$ cat src/verilog/tip_pkg.sv
// constants and carrier types of the touch controller i2c target port
// assumes one 40 MHz system clock, bus pins synchronised inside the block
`default_nettype none
package tip_pkg;

  // ************************************************************
  // bus addresses, 8-bit form with direction bit in bit 0
  // ************************************************************
  localparam logic [7:0] TIP_ADDR_PAIR_A = 8'hBA; // selected by interrupt pin low
  localparam logic [7:0] TIP_ADDR_PAIR_B = 8'h28; // selected by interrupt pin high
  localparam int         TIP_DIR_BIT     = 0;
  localparam logic       TIP_DIR_WRITE   = 1'b0;
  localparam logic       TIP_DIR_READ    = 1'b1;

  // ************************************************************
  // framing and timing
  // ************************************************************
  localparam logic [3:0] TIP_BITS_PER_BYTE = 4'h8;
  localparam logic [2:0] TIP_LAST_TX_BIT   = 3'h7;
  localparam int         TIP_SYS_CLK_HZ    = 40_000_000;
  localparam int         TIP_BUS_MAX_BPS   = 400_000;
  localparam int         TIP_SYS_PER_BIT   = TIP_SYS_CLK_HZ / TIP_BUS_MAX_BPS;
  localparam logic [1:0] TIP_STRAP_CYCLES  = 2'h3; // sync depth plus one
  localparam logic [15:0] TIP_PTR_RESET    = 16'h0000;
  localparam int         TIP_FIFO_DEPTH    = 8;

  // ************************************************************
  // types
  // ************************************************************
  typedef enum logic [2:0] {
    TIP_ST_IDLE,
    TIP_ST_RX,
    TIP_ST_ACK,
    TIP_ST_TX,
    TIP_ST_HACK
  } tip_state_t;

  typedef enum logic [1:0] {
    TIP_BY_ADDR,
    TIP_BY_PTR_HI,
    TIP_BY_PTR_LO,
    TIP_BY_DATA
  } tip_byte_t;

  typedef struct packed {
    logic [15:0] addr;
    logic [7:0]  data;
  } tip_wr_t;

endpackage
`default_nettype wire

$ cat src/verilog/tip_sync.sv
// two-flop synchroniser for a group of asynchronous pin levels
// assumes inputs are plain levels; outputs are only valid two edges later
`timescale 1ns/1ps
`default_nettype none
module tip_sync #(
  parameter int WIDTH = 1
) (
  input  wire logic             sys_clk, // system clock
  input  wire logic             reset,   // async, active high
  input  wire logic [WIDTH-1:0] pin_in,  // asynchronous levels
  output var  logic [WIDTH-1:0] pin_sync // synchronised levels
);
  logic [WIDTH-1:0] meta;

  // reset to ones: idle bus lines float high
  always_ff @(posedge sys_clk or posedge reset) begin
    if (reset) begin
      meta     <= '1;
      pin_sync <= '1;
    end else begin
      meta     <= pin_in;
      pin_sync <= meta;
    end
  end
endmodule
`default_nettype wire

$ cat src/verilog/tip_fifo.sv
// small synchronous fifo with valid/ready on both sides
// assumes one clock; depth is a power of two
`timescale 1ns/1ps
`default_nettype none
module tip_fifo #(
  parameter int WIDTH = 8,
  parameter int DEPTH = 8
) (
  input  wire logic             sys_clk,   // system clock
  input  wire logic             reset,     // async, active high
  input  wire logic             in_valid,  // write request
  output logic                  in_ready,  // not full
  input  wire logic [WIDTH-1:0] in_data,   // write word
  output logic                  out_valid, // not empty
  input  wire logic             out_ready, // drain accepts
  output logic      [WIDTH-1:0] out_data   // head word
);
  localparam int AW = $clog2(DEPTH);
  logic [WIDTH-1:0] mem [DEPTH];
  logic [AW:0]      wr_ptr;
  logic [AW:0]      rd_ptr;

  assign in_ready  = (wr_ptr[AW-1:0] != rd_ptr[AW-1:0]) || (wr_ptr[AW] == rd_ptr[AW]);
  assign out_valid = (wr_ptr != rd_ptr);
  assign out_data  = mem[rd_ptr[AW-1:0]];

  always_ff @(posedge sys_clk) begin
    if (in_valid && in_ready) begin
      mem[wr_ptr[AW-1:0]] <= in_data;
    end
  end

  always_ff @(posedge sys_clk or posedge reset) begin
    if (reset) begin
      wr_ptr <= '0;
      rd_ptr <= '0;
    end else begin
      if (in_valid && in_ready) begin
        wr_ptr <= wr_ptr + 1'b1;
      end
      if (out_valid && out_ready) begin
        rd_ptr <= rd_ptr + 1'b1;
      end
    end
  end
endmodule
`default_nettype wire

$ cat src/verilog/tip_target.sv
// touch controller i2c target port: address match, pointer, burst write/read
// assumes open-drain pins resolved outside; register store sits on the user side
//
// Overview of operation
// RULE_01 - device is target only, never starts transfers
// RULE_02 - host clocks bus at most 400 kbps
// RULE_03 - answer at address pair chosen by strap
// RULE_04 - start is sda falling while scl high
// RULE_05 - on match drive ack low ninth clock
// RULE_06 - mismatch: no ack, idle until next start
// RULE_07 - each byte is nine clocks, eight plus ack
// RULE_08 - sda sampled high phase, stable while high
// RULE_09 - stop is sda rising while scl high
// RULE_10 - write: address, 16-bit pointer, data bytes
// RULE_11 - pointer increments after each written byte
// RULE_12 - read: pointer write, repeated start, read address
// RULE_13 - host acks reads, nack then stop ends
// RULE_14 - pointer advances after each sent byte
// RULE_15 - latch address pair from interrupt pin at reset
// RULE_16 - release sda whenever not driving a bit
`timescale 1ns/1ps
`default_nettype none
module tip_target
  import tip_pkg::*;
#(
  parameter int FIFO_DEPTH = tip_pkg::TIP_FIFO_DEPTH
) (
  input  wire logic             sys_clk,   // 40 MHz system clock
  input  wire logic             reset,     // async, active high
  input  wire logic             scl_in,    // bus clock pin level
  input  wire logic             sda_in,    // bus data pin level
  output logic                  sda_out,   // bus data drive value
  output logic                  sda_oe,    // bus data drive enable
  input  wire logic             int_in,    // interrupt pin level
  output logic                  int_out,   // interrupt pin drive value
  output logic                  int_oe,    // interrupt pin drive enable
  input  wire logic             touch_irq, // touch event level to pin
  output tip_pkg::tip_wr_t      wr_word,   // written address and byte
  output logic                  wr_valid,  // written word available
  input  wire logic             wr_ready,  // store takes written word
  output logic           [15:0] rd_addr,   // address of byte to send
  input  wire logic       [7:0] rd_data,   // byte at rd_addr
  output logic                  addr_sel   // latched address pair, 1 = 0x28
);
  import tip_pkg::*;

  // ************************************************************
  // pin synchronisation and bus events
  // ************************************************************
  logic [2:0] pins_s;
  logic       scl_s;
  logic       sda_s;
  logic       int_s;
  logic       scl_d;
  logic       sda_d;
  logic       scl_rise;
  logic       scl_fall;
  logic       bus_start;
  logic       bus_stop;

  tip_sync #(.WIDTH(3)) u_sync (
    .sys_clk  (sys_clk),
    .reset    (reset),
    .pin_in   ({int_in, sda_in, scl_in}),
    .pin_sync (pins_s)
  );
  assign scl_s = pins_s[0];
  assign sda_s = pins_s[1];
  assign int_s = pins_s[2];

  always_ff @(posedge sys_clk or posedge reset) begin
    if (reset) begin
      scl_d <= 1'b1;
      sda_d <= 1'b1;
    end else begin
      scl_d <= scl_s;
      sda_d <= sda_s;
    end
  end

  assign scl_rise  = scl_s & ~scl_d;
  assign scl_fall  = ~scl_s & scl_d;
  assign bus_start = scl_s & scl_d & sda_d & ~sda_s; // RULE_04
  assign bus_stop  = scl_s & scl_d & ~sda_d & sda_s; // RULE_09

  // ************************************************************
  // address strap
  // ************************************************************
  logic [1:0] strap_cnt;
  logic       strap_done;

  // caught after release, once the synchroniser holds the real level
  always_ff @(posedge sys_clk or posedge reset) begin
    if (reset) begin
      strap_cnt  <= 2'h0;
      strap_done <= 1'b0;
      addr_sel   <= 1'b0;
    end else if (!strap_done) begin
      strap_cnt <= strap_cnt + 2'h1;
      if (strap_cnt == TIP_STRAP_CYCLES) begin
        strap_done <= 1'b1;
        addr_sel   <= int_s; // RULE_15
      end
    end
  end

  // pin stays released until the strap is latched
  assign int_oe  = strap_done; // RULE_15
  assign int_out = touch_irq;

  // ************************************************************
  // byte engine
  // ************************************************************
  tip_state_t state;
  tip_byte_t  kind;
  logic [3:0] bit_cnt;
  logic [7:0] shift;
  logic       dir_read;
  logic [15:0] ptr;
  logic       host_ack;
  logic [7:0] own_addr;
  logic       addr_hit;
  logic       byte_done;
  logic       push;
  logic       load_tx;
  logic       fifo_in_ready;

  assign own_addr  = addr_sel ? TIP_ADDR_PAIR_B : TIP_ADDR_PAIR_A; // RULE_03
  assign addr_hit  = (shift[7:1] == own_addr[7:1]); // RULE_03
  assign byte_done = (state == TIP_ST_RX) && scl_fall && (bit_cnt == TIP_BITS_PER_BYTE);
  // no clock stretching: a full fifo answers the byte with nack
  assign push      = byte_done && (kind == TIP_BY_DATA) && fifo_in_ready;
  assign load_tx   = scl_fall && dir_read &&
                     (((state == TIP_ST_ACK) && (kind == TIP_BY_ADDR)) ||
                      ((state == TIP_ST_HACK) && host_ack));
  assign rd_addr   = ptr;

  // starts and stops win over any bit in flight
  always_ff @(posedge sys_clk or posedge reset) begin
    if (reset) begin
      state    <= TIP_ST_IDLE;
      kind     <= TIP_BY_ADDR;
      bit_cnt  <= 4'h0;
      shift    <= 8'h00;
      dir_read <= 1'b0;
      host_ack <= 1'b0;
    end else if (bus_start) begin
      state   <= TIP_ST_RX; // RULE_04
      kind    <= TIP_BY_ADDR;
      bit_cnt <= 4'h0;
    end else if (bus_stop) begin
      state <= TIP_ST_IDLE; // RULE_09
    end else begin
      case (state)
        TIP_ST_IDLE: begin
          bit_cnt <= 4'h0;
        end
        TIP_ST_RX: begin
          if (scl_rise && bit_cnt < TIP_BITS_PER_BYTE) begin
            shift   <= {shift[6:0], sda_s}; // RULE_08
            bit_cnt <= bit_cnt + 4'h1; // RULE_07
          end else if (byte_done) begin
            bit_cnt <= 4'h0;
            case (kind)
              TIP_BY_ADDR: begin
                if (addr_hit) begin
                  dir_read <= shift[TIP_DIR_BIT];
                  state    <= TIP_ST_ACK; // RULE_05
                end else begin
                  state <= TIP_ST_IDLE; // RULE_06
                end
              end
              TIP_BY_DATA: begin
                state <= fifo_in_ready ? TIP_ST_ACK : TIP_ST_IDLE;
              end
              default: begin
                state <= TIP_ST_ACK;
              end
            endcase
          end
        end
        TIP_ST_ACK: begin
          if (scl_fall) begin
            bit_cnt <= 4'h0;
            if (load_tx) begin
              shift <= rd_data; // RULE_12
              state <= TIP_ST_TX;
            end else begin
              state <= TIP_ST_RX; // RULE_16
              case (kind)
                TIP_BY_ADDR:   kind <= TIP_BY_PTR_HI; // RULE_10
                TIP_BY_PTR_HI: kind <= TIP_BY_PTR_LO;
                default:       kind <= TIP_BY_DATA;
              endcase
            end
          end
        end
        TIP_ST_TX: begin
          if (scl_fall) begin
            shift <= {shift[6:0], 1'b0};
            if (bit_cnt[2:0] == TIP_LAST_TX_BIT) begin
              state <= TIP_ST_HACK; // RULE_16
            end else begin
              bit_cnt <= bit_cnt + 4'h1;
            end
          end
        end
        TIP_ST_HACK: begin
          if (scl_rise) begin
            host_ack <= ~sda_s;
          end else if (scl_fall) begin
            bit_cnt <= 4'h0;
            if (host_ack) begin
              shift <= rd_data; // RULE_13
              state <= TIP_ST_TX;
            end else begin
              state <= TIP_ST_IDLE; // RULE_13
            end
          end
        end
        default: begin
          state <= TIP_ST_IDLE;
        end
      endcase
    end
  end

  // ************************************************************
  // register pointer
  // ************************************************************
  always_ff @(posedge sys_clk or posedge reset) begin
    if (reset) begin
      ptr <= TIP_PTR_RESET;
    end else if (byte_done && kind == TIP_BY_PTR_HI) begin
      ptr[15:8] <= shift; // RULE_10
    end else if (byte_done && kind == TIP_BY_PTR_LO) begin
      ptr[7:0] <= shift;
    end else if (push) begin
      ptr <= ptr + 16'h0001; // RULE_11
    end else if (load_tx) begin
      ptr <= ptr + 16'h0001; // RULE_14
    end
  end

  // ************************************************************
  // pin drive: only pulls low, released otherwise
  // ************************************************************
  assign sda_out = 1'b0;
  always_ff @(posedge sys_clk or posedge reset) begin
    if (reset) begin
      sda_oe <= 1'b0;
    end else begin
      // changes only after scl low, so data holds through the high phase
      sda_oe <= (state == TIP_ST_ACK) ||
                ((state == TIP_ST_TX) && !shift[7]); // RULE_01 RULE_16
    end
  end

  // ************************************************************
  // write buffer
  // ************************************************************
  tip_wr_t fifo_in;
  assign fifo_in.addr = ptr;
  assign fifo_in.data = shift;

  tip_fifo #(
    .WIDTH ($bits(tip_wr_t)),
    .DEPTH (FIFO_DEPTH)
  ) u_fifo (
    .sys_clk   (sys_clk),
    .reset     (reset),
    .in_valid  (push),
    .in_ready  (fifo_in_ready),
    .in_data   (fifo_in),
    .out_valid (wr_valid),
    .out_ready (wr_ready),
    .out_data  (wr_word)
  );
endmodule
`default_nettype wire

$ cat config.mk
export PLATFORM = sky130hd
export DESIGN_NAME = tip_target
export DESIGN_NICKNAME = d
export VERILOG_FILES = /design/src/verilog/tip_pkg.sv /design/src/verilog/tip_sync.sv /design/src/verilog/tip_fifo.sv /design/src/verilog/tip_target.sv
export SDC_FILE = /design/constraint.sdc
export NUM_CORES = 1
export LEC_CHECK = 0
export BUFFER_PORTS_ARGS = -buffer_cell sky130_fd_sc_hd__buf_2
export CAP_MARGIN = 20
export CORE_UTILIZATION = 26
export CTS_CLUSTER_DIAMETER = 150
export DETAILED_ROUTE_END_ITERATION = 6
export HOLD_SLACK_MARGIN = 0.02
export SYNTH_ARGS = -nofsm -noshare
export SYNTH_HDL_FRONTEND = slang
export SYNTH_SLANG_ARGS = --single-unit
$ cat constraint.sdc
create_clock -name sys_clk -period 6 [get_ports sys_clk]
set_input_delay 0.9 -clock sys_clk [delete_from_list [all_inputs] [get_ports sys_clk]]
set_output_delay 0.9 -clock sys_clk [all_outputs]
set_load 0.05 [all_outputs]
# Word-level counts from Yosys, hierarchy flattened
# Memories as Yosys holds them, arrays and structs flattened.
# Index checks and enable logic that the tools add are counted.
# word_totals
mem_count	1
mem_bits_rw	192
register_bits	56
wordCells	160
# op_classes
eq_ne	36
n_addsub	5
mux	48
bitwise	16
reduce_logical	35
order_cmp	1
# memory_table
memory	depth	word_bits	rd	rd_clocked_by_memory_dff	wr	line	rtl
u_fifo.mem	8	24	1	0	1	tip_fifo.sv:19	logic [WIDTH-1:0] mem [DEPTH];
# op_table
cell	count
$mux W8	11
$mux W16	2
$mux W4	8
$pmux W8 S4	1
$ne A4 B4 Y1 const B	7
$mux W3	9
$pmux W4 S5	1
$mux W2	9
$ne A2 B2 Y1 const B	9
$add A16 B1 Y16 const B	1
$pmux W3 S5	1
$logic_and A1 B1 Y1	14
$add A4 B1 Y4 const B	3
$ne A3 B3 Y1 const B	4
$reduce_and A10 Y1	1
$not A1 Y1	9
$reduce_and A4 Y1	2
$reduce_and A8 Y1	1
$and A1 B1 Y1	7
$eq A7 B7 Y1	1
$reduce_and A7 Y1	1
$eq A2 B2 Y1 const B	3
$eq A3 B2 Y1 const B	2
$eq A3 B3 Y1 const B	2
23 further kinds	32

# Depth between registers and ports, before layout
# Gate-level depths: netlist (run 1).
# depth
ltp_word	9
depth_mapped	9
mapped_depth_nobuf	7

# Hierarchy
# Synthesis (run 1) repeated with hierarchy kept, for this count alone.
# unflattened
cells_unflattened	628
area_unflattened_um2	10697.8
# by_module_without_submodules
mod	n_inst	cells_each	area_per_inst_um2
tip_fifo	1	340	7896.3
tip_target	1	281	2640.0
tip_sync	1	7	161.4

# Worst setup path before layout (run 1)
# OpenSTA, ideal clock, no wires.
# synth_path
kind	register to register
startpoint	register bit_cnt[0]
endpoint	memory u_fifo.mem[0][0] (netlist name) (enable)
stages_incl_launch_ff	7
slack_ns	2.495
arrival_ns	3.069
period_less_slack_ns	3.505
cell_sequence	dfrtp_1 > inv_1 > ha_1 > and4bb_2 > nand2_1 > or3_1 > nor3_1
# synth_via
elab_chain_len	7
# synth_rtl
item	line	rtl
from (decl)	tip_target.sv:116	logic [3:0] bit_cnt;
from (signal assigned)	tip_target.sv:161	bit_cnt <= bit_cnt + 4'h1;
from (signal assigned)	tip_target.sv:204	bit_cnt <= bit_cnt + 4'h1;
$eq A4 B4 Y1	tip_target.sv:130	assign byte_done = (state == TIP_ST_RX) && scl_fall && (bit_cnt == TIP_BITS_PER_BYTE);
$logic_and A1 B1 Y1	tip_target.sv:130	
$logic_and A1 B1 Y1 (2 in a row)	tip_target.sv:132	assign push = byte_done && (kind == TIP_BY_DATA) && fifo_in_ready;
$logic_and A1 B1 Y1	tip_fifo.sv:28	if (in_valid && in_ready) begin
$mux W1	tip_fifo.sv:28	
$mux W1 (not written as such)	tip_fifo.sv:29	mem[wr_ptr[AW-1:0]] <= in_data;
to (decl)	tip_fifo.sv:19	
# No other way between the ends.

==> results of run 1 <==
## critical path, cell delays in order, from the launching register on
cell and delay, ps:
dfrtp_2 730, buf_4 490, mux4_2 380, mux2_2 300
buf_2 220
## state kept, by name (all words and copies together), names as in the netlist
| register | count |
|---|---|
| kind | 2 |
| rd_addr | 16 |
| bit_cnt | 4 |
| addr_sel | 1 |
| shift | 8 |
| sda_d | 1 |
| scl_d | 1 |
| u_sync.pin_sync | 3 |
| strap_cnt | 2 |
| int_oe | 1 |
| u_sync.meta | 3 |
| dir_read | 1 |
| state | 3 |
| u_fifo.mem | 192 |
| host_ack | 1 |
| u_fifo.wr_ptr | 4 |
| sda_oe | 1 |
| u_fifo.rd_ptr | 4 |
## stage by stage
| stage | hold WS (ps) | instances |
|---|---|---|
| 2_1_floorplan | 345 | 610 |
| 3_3_place_gp | 346 | 1171 |
| 3_5_place_dp | 348 | 1171 |
| 4_1_cts | 356 | 1218 |
| 5_1_grt | 357 | 1219 |
| 6_report | 356 | 1219 |
## layer usage
layer / GRT usage / vias up / wire (um)
li1: - / 2580 / -
met1: 0.152 / 2918 / 10400
met2: 0.176 / 137 / 10400
met3: 0.0201 / 34 / 1050
met4: 0.0271 / 0 / 478
met5: 0 / - / 0
## power by group
group	total, mW	switching, mW	internal, mW	leakage, nW
Clock	1.58	0.657	0.925	0.410
Sequential	1.90	0.0390	1.86	2.20
Combinational	0.0444	0.0231	0.0213	1.20
Total	3.53	0.719	2.81	3.81
## Yosys cell counts (2+ instances only)
cell type	number	area, um^2
and3_1	7	43.8
a211oi_1	4	30.0
a21oi_1	10	50.1
o211ai_1	3	22.5
nand2b_1	7	43.8
nand2_1	21	78.8
a21boi_0	2	15.0
nor2_1	26	97.6
a41oi_1	2	17.5
nand4_1	7	43.8
inv_1	11	41.3
edfxtp_1	192	5770
xnor2_1	6	52.6
a311oi_1	6	52.6
xor2_1	5	43.8
a31oi_1	7	43.8
nor3_1	9	45.0
dfstp_2	8	210
or4_1	6	45.0
o22a_1	2	17.5
nor3b_1	4	30.0
ha_1	12	150
a2bb2oi_1	3	26.3
mux2_2	45	507
and2_1	2	12.5
dfrtp_1	48	1200
nand3b_1	4	30.0
clkbuf_1	15	56.3
o21ai_0	11	55.1
o22ai_1	6	37.5
a211o_1	2	17.5
o31ai_1	6	45.0
and4b_1	2	20.0
nor2b_1	5	31.3
or3_1	2	12.5
buf_4	6	45.0
mux4_2	48	1080
nor4_1	2	12.5
nand3_1	12	60.1
buf_2	10	50.1
## worst max-delay path by stage
stage | start | to | slack (ps) | cells past startpoint
floorplan | bit_cnt[0] | u_fifo.mem[0][0] | 2500 | 6
global placement | u_fifo.rd_ptr[0] | u_fifo.mem[1][16] | 2620 | 5
detailed placement | u_fifo.rd_ptr[0] | u_fifo.mem[1][16] | 2520 | 5
CTS | u_fifo.rd_ptr[0] | wr_valid | 2050 | 3
global route | u_fifo.rd_ptr[1] | wr_word[21] | 2250 | 4
finish | u_fifo.rd_ptr[1] | wr_word[6] | 2410 | 4
## layout make-up
type	count	area, um^2	share of cell area
Clock buffer	28	658	0.0536
Clock inverter	19	186	0.0152
Inverter	11	41.3	0.00336
Multi-Input combinational cell	319	3160	0.258
Sequential cell	248	7180	0.585
Tap cell	525	657	0.0535
Timing Repair Buffer	69	395	0.0322
## kinds of logic after synthesis
kind of cell,count (synthesis)
flops,248
simple gates,125
mux,93
compound gates,77
buf+inv,43
fa+ha+maj,12
xor+xnor,11
other cells,1
==> impl_metrics.tcl, run 1 <==
set metrics [dict create \
    ys_seq_area_frac 0.682 \
    synthArstFlopShare 0.226 \
    die_area_mm2 0.0413 \
    portBuffers 57 \
    most-common-layout-cells "edfxtp_1, buf_2, mux4_2" \
    worstSetupPathType "reg -> out" \
    vias 5669 \
    cap_viol_max_count 0 \
    leakage_nw 3.81 \
    synth.area.mux_share 0.151 \
    cts_max_level 1 \
    drt-pass1-iter-count 4 \
    synth_compound_area_frac 0.0564 \
    slew_violations 0 \
    initial_core_util 0.264 \
    insertedDiodeCount 0 \
    setup_viol 0 \
    synth_top_family_by_area "multiplexers" \
    cts_made_buffers 26 \
    insertion_delay_ps 530 \
    total_power_mw 3.53 \
    finalHoldViolCount 0 \
    synth.avg_cell_area_um2 17.3 \
    fin_ws_ps 2410 \
    layout_commonest_cell "edfxtp_1" \
    hp-start "u_sync.meta[0]" \
    r2r_slack_ps 3010 \
    syn_nets 637 \
    grt_overflow 0 \
    period_minus_slack_ps 3590 \
    r2r-start "u_fifo.rd_ptr[0]" \
    hold_end "u_sync.pin_sync[0]" \
    grt_max_degree 57 \
    final.fill_count 3997 \
    grt_pass1_vias 5751 \
    synth_cells 610 \
    vias_per_cell 4.65 \
    endpoint_kind "output port" \
    yosysWarningCount 0 \
    ctsResizeCount 0 \
    hpwl_um 13900 \
    synth-edff-count 192 \
    r2r-end "u_fifo.mem[1][17]" \
    drive_gt1_frac 0.333 \
    drt_first_iter_violations 341 \
    routed_wl_um 22400 \
    fin_area_mm2 0.0123 \
    gp_congestion 0.794 \
    rsz0062_at_grt "no" \
    fin_crit_sh 0.598 \
    antenna_found_initial 0 \
    worst-r2r-cell-count 5 \
    area_delta_synth_final_pct 16.7 \
    tritoncts "done" \
    io_pins 61 \
    powerDensity_mw_per_mm2 287 \
    ir_drop_v 0.000185 \
    placed_area_mm2 0.0114 \
    cts_max_path_buffers 3 \
    fp.coreArea_mm2 0.0398 \
    post-route-drc-count 0 \
    tns_ps 0 \
    dp_slack_ps 2520 \
    cp_data_required_time_ps 5100 \
    synth-xor-area-share 0.00916 \
    worstMarginPinSlew_ps 954 \
    crit_path_max_fanout 31 \
    ant_nets 0 \
    grt_pass1_wl_um 34800 \
    clock.fmax_mhz 279 \
    min_path_cells 0 \
    synth_ff_type "edfxtp_1" \
    cts_hold_buf 0 \
    fp-row-count 73 \
    critPathLaunchType "flop" \
    skew_ps 9.35 \
    hp-class "reg -> reg" \
    syn-cell-area_mm2 0.0105 \
    postCtsSetupBuffers 0 \
    cts.sinks 248 \
    synth.distinct_cells 64 \
    wl_per_cell_um 18.4 \
    synth-seq-cells 248 \
    worstPathArrival_ps 2690 \
    cts-root-buf "clkbuf_16" \
    cts.clk_slew.worst_paths_ps 60 \
    nets 702 \
    grtUsageTotal 0.110 \
    die_w_um 203 \
    dieHeight_um 203 \
    status "finished, final reports clean" \
    synthAdderAreaFrac 0.0143 \
    relSlewSlack 0.362 \
    synth-simple-area-share 0.0675 \
    utilization 0.308 \
]
No activity file was read; power rests on OpenSTA's default activity.
==> run 2, diff against run 1 <==
- ABC_AREA: default -> 1
- clock period: 6 -> 3.2 ns (I/O delays scaled with it)
==> run 2 against run 1 <==
The run now ends with DRC left; sequential cell count is the same; clock power increased by 91%; sequential power grew 100%; worst setup slack got worse by 2200 ps; critical path type unchanged; largest cell class unchanged.
==> impl_metrics.tcl, run 2 <==
set metrics [dict create \
    synth.top_cell.area_share 0.530 \
    ys_seq_area_frac 0.660 \
    post-route-drc-count 4 \
    worstPathArrival_ps 2520 \
    grt_pass1_vias 7357 \
    fp.coreArea_mm2 0.0410 \
    wl_per_cell_um 16.2 \
    hold_end "u_fifo.rd_ptr[3]" \
    cap_viol_max_count 0 \
    fp-row-count 74 \
    cts.sinks 248 \
    yosysWarningCount 0 \
    final_cells 1650 \
    r2r-start "scl_d" \
    cts_max_level 1 \
    most-common-layout-cells "nand2_1, edfxtp_1, nor2_1" \
    grt_overflow 0 \
    powerDensity_mw_per_mm2 784 \
    synth_ff_type "edfxtp_1" \
    tritoncts "done" \
    hp-start "wr_ready" \
    synth.avg_cell_area_um2 10.6 \
    tns_ps 0 \
    whs_ps 255 \
    grt_pass1_wl_um 41800 \
    dieHeight_um 206 \
    relSlewSlack 0.527 \
    top_usage_layer "met2" \
    synth-seq-cells 248 \
    worstMarginPinSlew_ps 709 \
    die_w_um 206 \
    area_delta_synth_final_pct 17.9 \
    critPathLaunchType "flop" \
    grtUsageMet2 0.205 \
    status "finished with violations" \
    nets 1124 \
    grt_max_degree 100 \
    routed_wl_um 26700 \
    grtUsageMet1 0.176 \
    crit_path_max_fanout 98 \
    synth.distinct_cells 38 \
    min_path_cells 3 \
    synth_commonest_cells "nand2_1, edfxtp_1, nor2_1, o21ai_0" \
    synth_cells 1026 \
    grtUsageMet3 0.0218 \
    synthArstFlopShare 0.226 \
    worstSetupPathType "reg -> out" \
    dp_cells 1596 \
    portBuffers 57 \
    drive_gt1_frac 0.152 \
    fin_area_mm2 0.0128 \
    cts_made_buffers 27 \
    endpoint_kind "output port" \
    leakage_nw 4.69 \
    antenna_found_initial 1 \
    violations "DRC" \
    ir_drop_v 0.000527 \
    yosysTopAreaCell "edfxtp_1" \
    gp_congestion 0.802 \
    cts_max_path_buffers 3 \
    insertedDiodeCount 0 \
    hp-class "in -> reg" \
    io_pins 61 \
    utilization 0.313 \
    syn-cell-area_mm2 0.0109 \
    synth-edff-count 192 \
    r2r-end "u_fifo.mem[6][9]" \
    syn_nets 1053 \
    rsz0062_at_grt "no" \
    placed_area_mm2 0.0119 \
    hpwl_um 16800 \
    finalHoldViolCount 0 \
    r2r_slack_ps 610 \
    fin_crit_sh 0.936 \
    cp_data_required_time_ps 2720 \
    cts.clk_slew.worst_paths_ps 60 \
    synthTopCellsByArea "edfxtp_1, dfrtp_1, nand2_1" \
    cts-root-buf "clkbuf_16" \
    synth.most_common_cell "nand2_1" \
    initial_core_util 0.265 \
    drt_first_iter_violations 553 \
    layout_commonest_cell "nand2_1" \
    drt-pass1-iter-count 7 \
    clock.fmax_mhz 334 \
    period_minus_slack_ps 3000 \
    ant_nets 0 \
    vias 7491 \
    insertion_delay_ps 550 \
    worst-r2r-cell-count 9 \
    die_area_mm2 0.0426 \
    slew_violations 0 \
    setup_viol 0 \
    skew_ps 21.0 \
    grtUsageTotal 0.126 \
    largest_register_ffs 192 \
    vias_per_cell 4.54 \
]
run 2: cell count changes after synthesis, sizes merged, moves of 7 or more:
cell	delta
nand2	+241
nor2	+160
o21ai	+63
mux4	-48
o32ai	+48
mux2	-45
inv	+41
nand3	+31
clkbuf	+10
a311oi	-7
a31oi	-7
and3	-7
nand2b	-7
run 2: power by group:
part / internal (mW) / total (mW) / switching (mW)
combinational: 0.778 / 3.17 / 2.39
sequential: 3.64 / 3.87 / 0.230
clock: 1.73 / 3.01 / 1.28
total: 6.15 / 10.1 / 3.90
run 2: how the worst max path moves through the flow:
stage	startpoint	endpoint	slack, ps	depth (start not counted)
2_1_floorplan	bit_cnt[0]	u_fifo.mem[4][0]	-310	10
6_report	u_fifo.rd_ptr[0]	wr_word[4]	200	6
4_1_cts	u_fifo.rd_ptr[0]	wr_word[4]	70	7
3_3_place_gp	u_fifo.rd_ptr[0]	wr_word[4]	600	6
3_5_place_dp	u_fifo.rd_ptr[0]	wr_word[4]	560	6
5_1_grt	u_fifo.rd_ptr[0]	wr_word[13]	40	6
run 2: through the flow:
step / worst slack [ps] / power, mW
global route: 40.1 / 10.6
detailed placement: 564 / 7.15
CTS: 66.9 / 10.2
floorplan: -307 / 6.21
global placement: 597 / 7.12
finish: 205 / 10.1
run 2: what timing repair did:
item,CTS,global route
resized for setup,1,1
hold buffers,4,0
endpoints found under the hold margin,20,0
setup buffers,0,0
setup endpoints to repair,1,2
run 2: cells by family (layout without fill, tap and decap cells):
kind of cell | after synthesis | count (layout) | synth area share
AO/OA/AOI/OAI | 141 | 141 | 0.0830
XOR/XNOR | 12 | 12 | 0.00967
adder cells (fa/ha/maj) | 12 | 12 | 0.0138
buffers and inverters | 99 | 191 | 0.0370
flip-flops | 248 | 248 | 0.660
other | 1 | 1 | 0.000345
AND/OR/NAND/NOR | 513 | 513 | 0.196
run 2: final cells by class:
class	count	area [um^2]
Tap cell	532	666
Fill cell	4227	28200
Clock buffer	34	702
Inverter	54	208
Multi-Input combinational cell	679	3340
Clock inverter	16	156
Sequential cell	248	7180
Timing Repair Buffer	87	566
run 2: critical path: stages (launching register included):
cell and delay (ps):
dfrtp_2 400, buf_6 550, nor2_1 110, o32ai_1 370
nand2_1 90, nand2_1 110, buf_2 270
run 2: routing by layer:
| metal | up-vias | wire, um |
|---|---|---|
| li1 | 3678 | - |
| met2 | 172 | 12400 |
| met5 | - | 0 |
| met4 | 0 | 389 |
| met1 | 3606 | 12500 |
| met3 | 35 | 1440 |
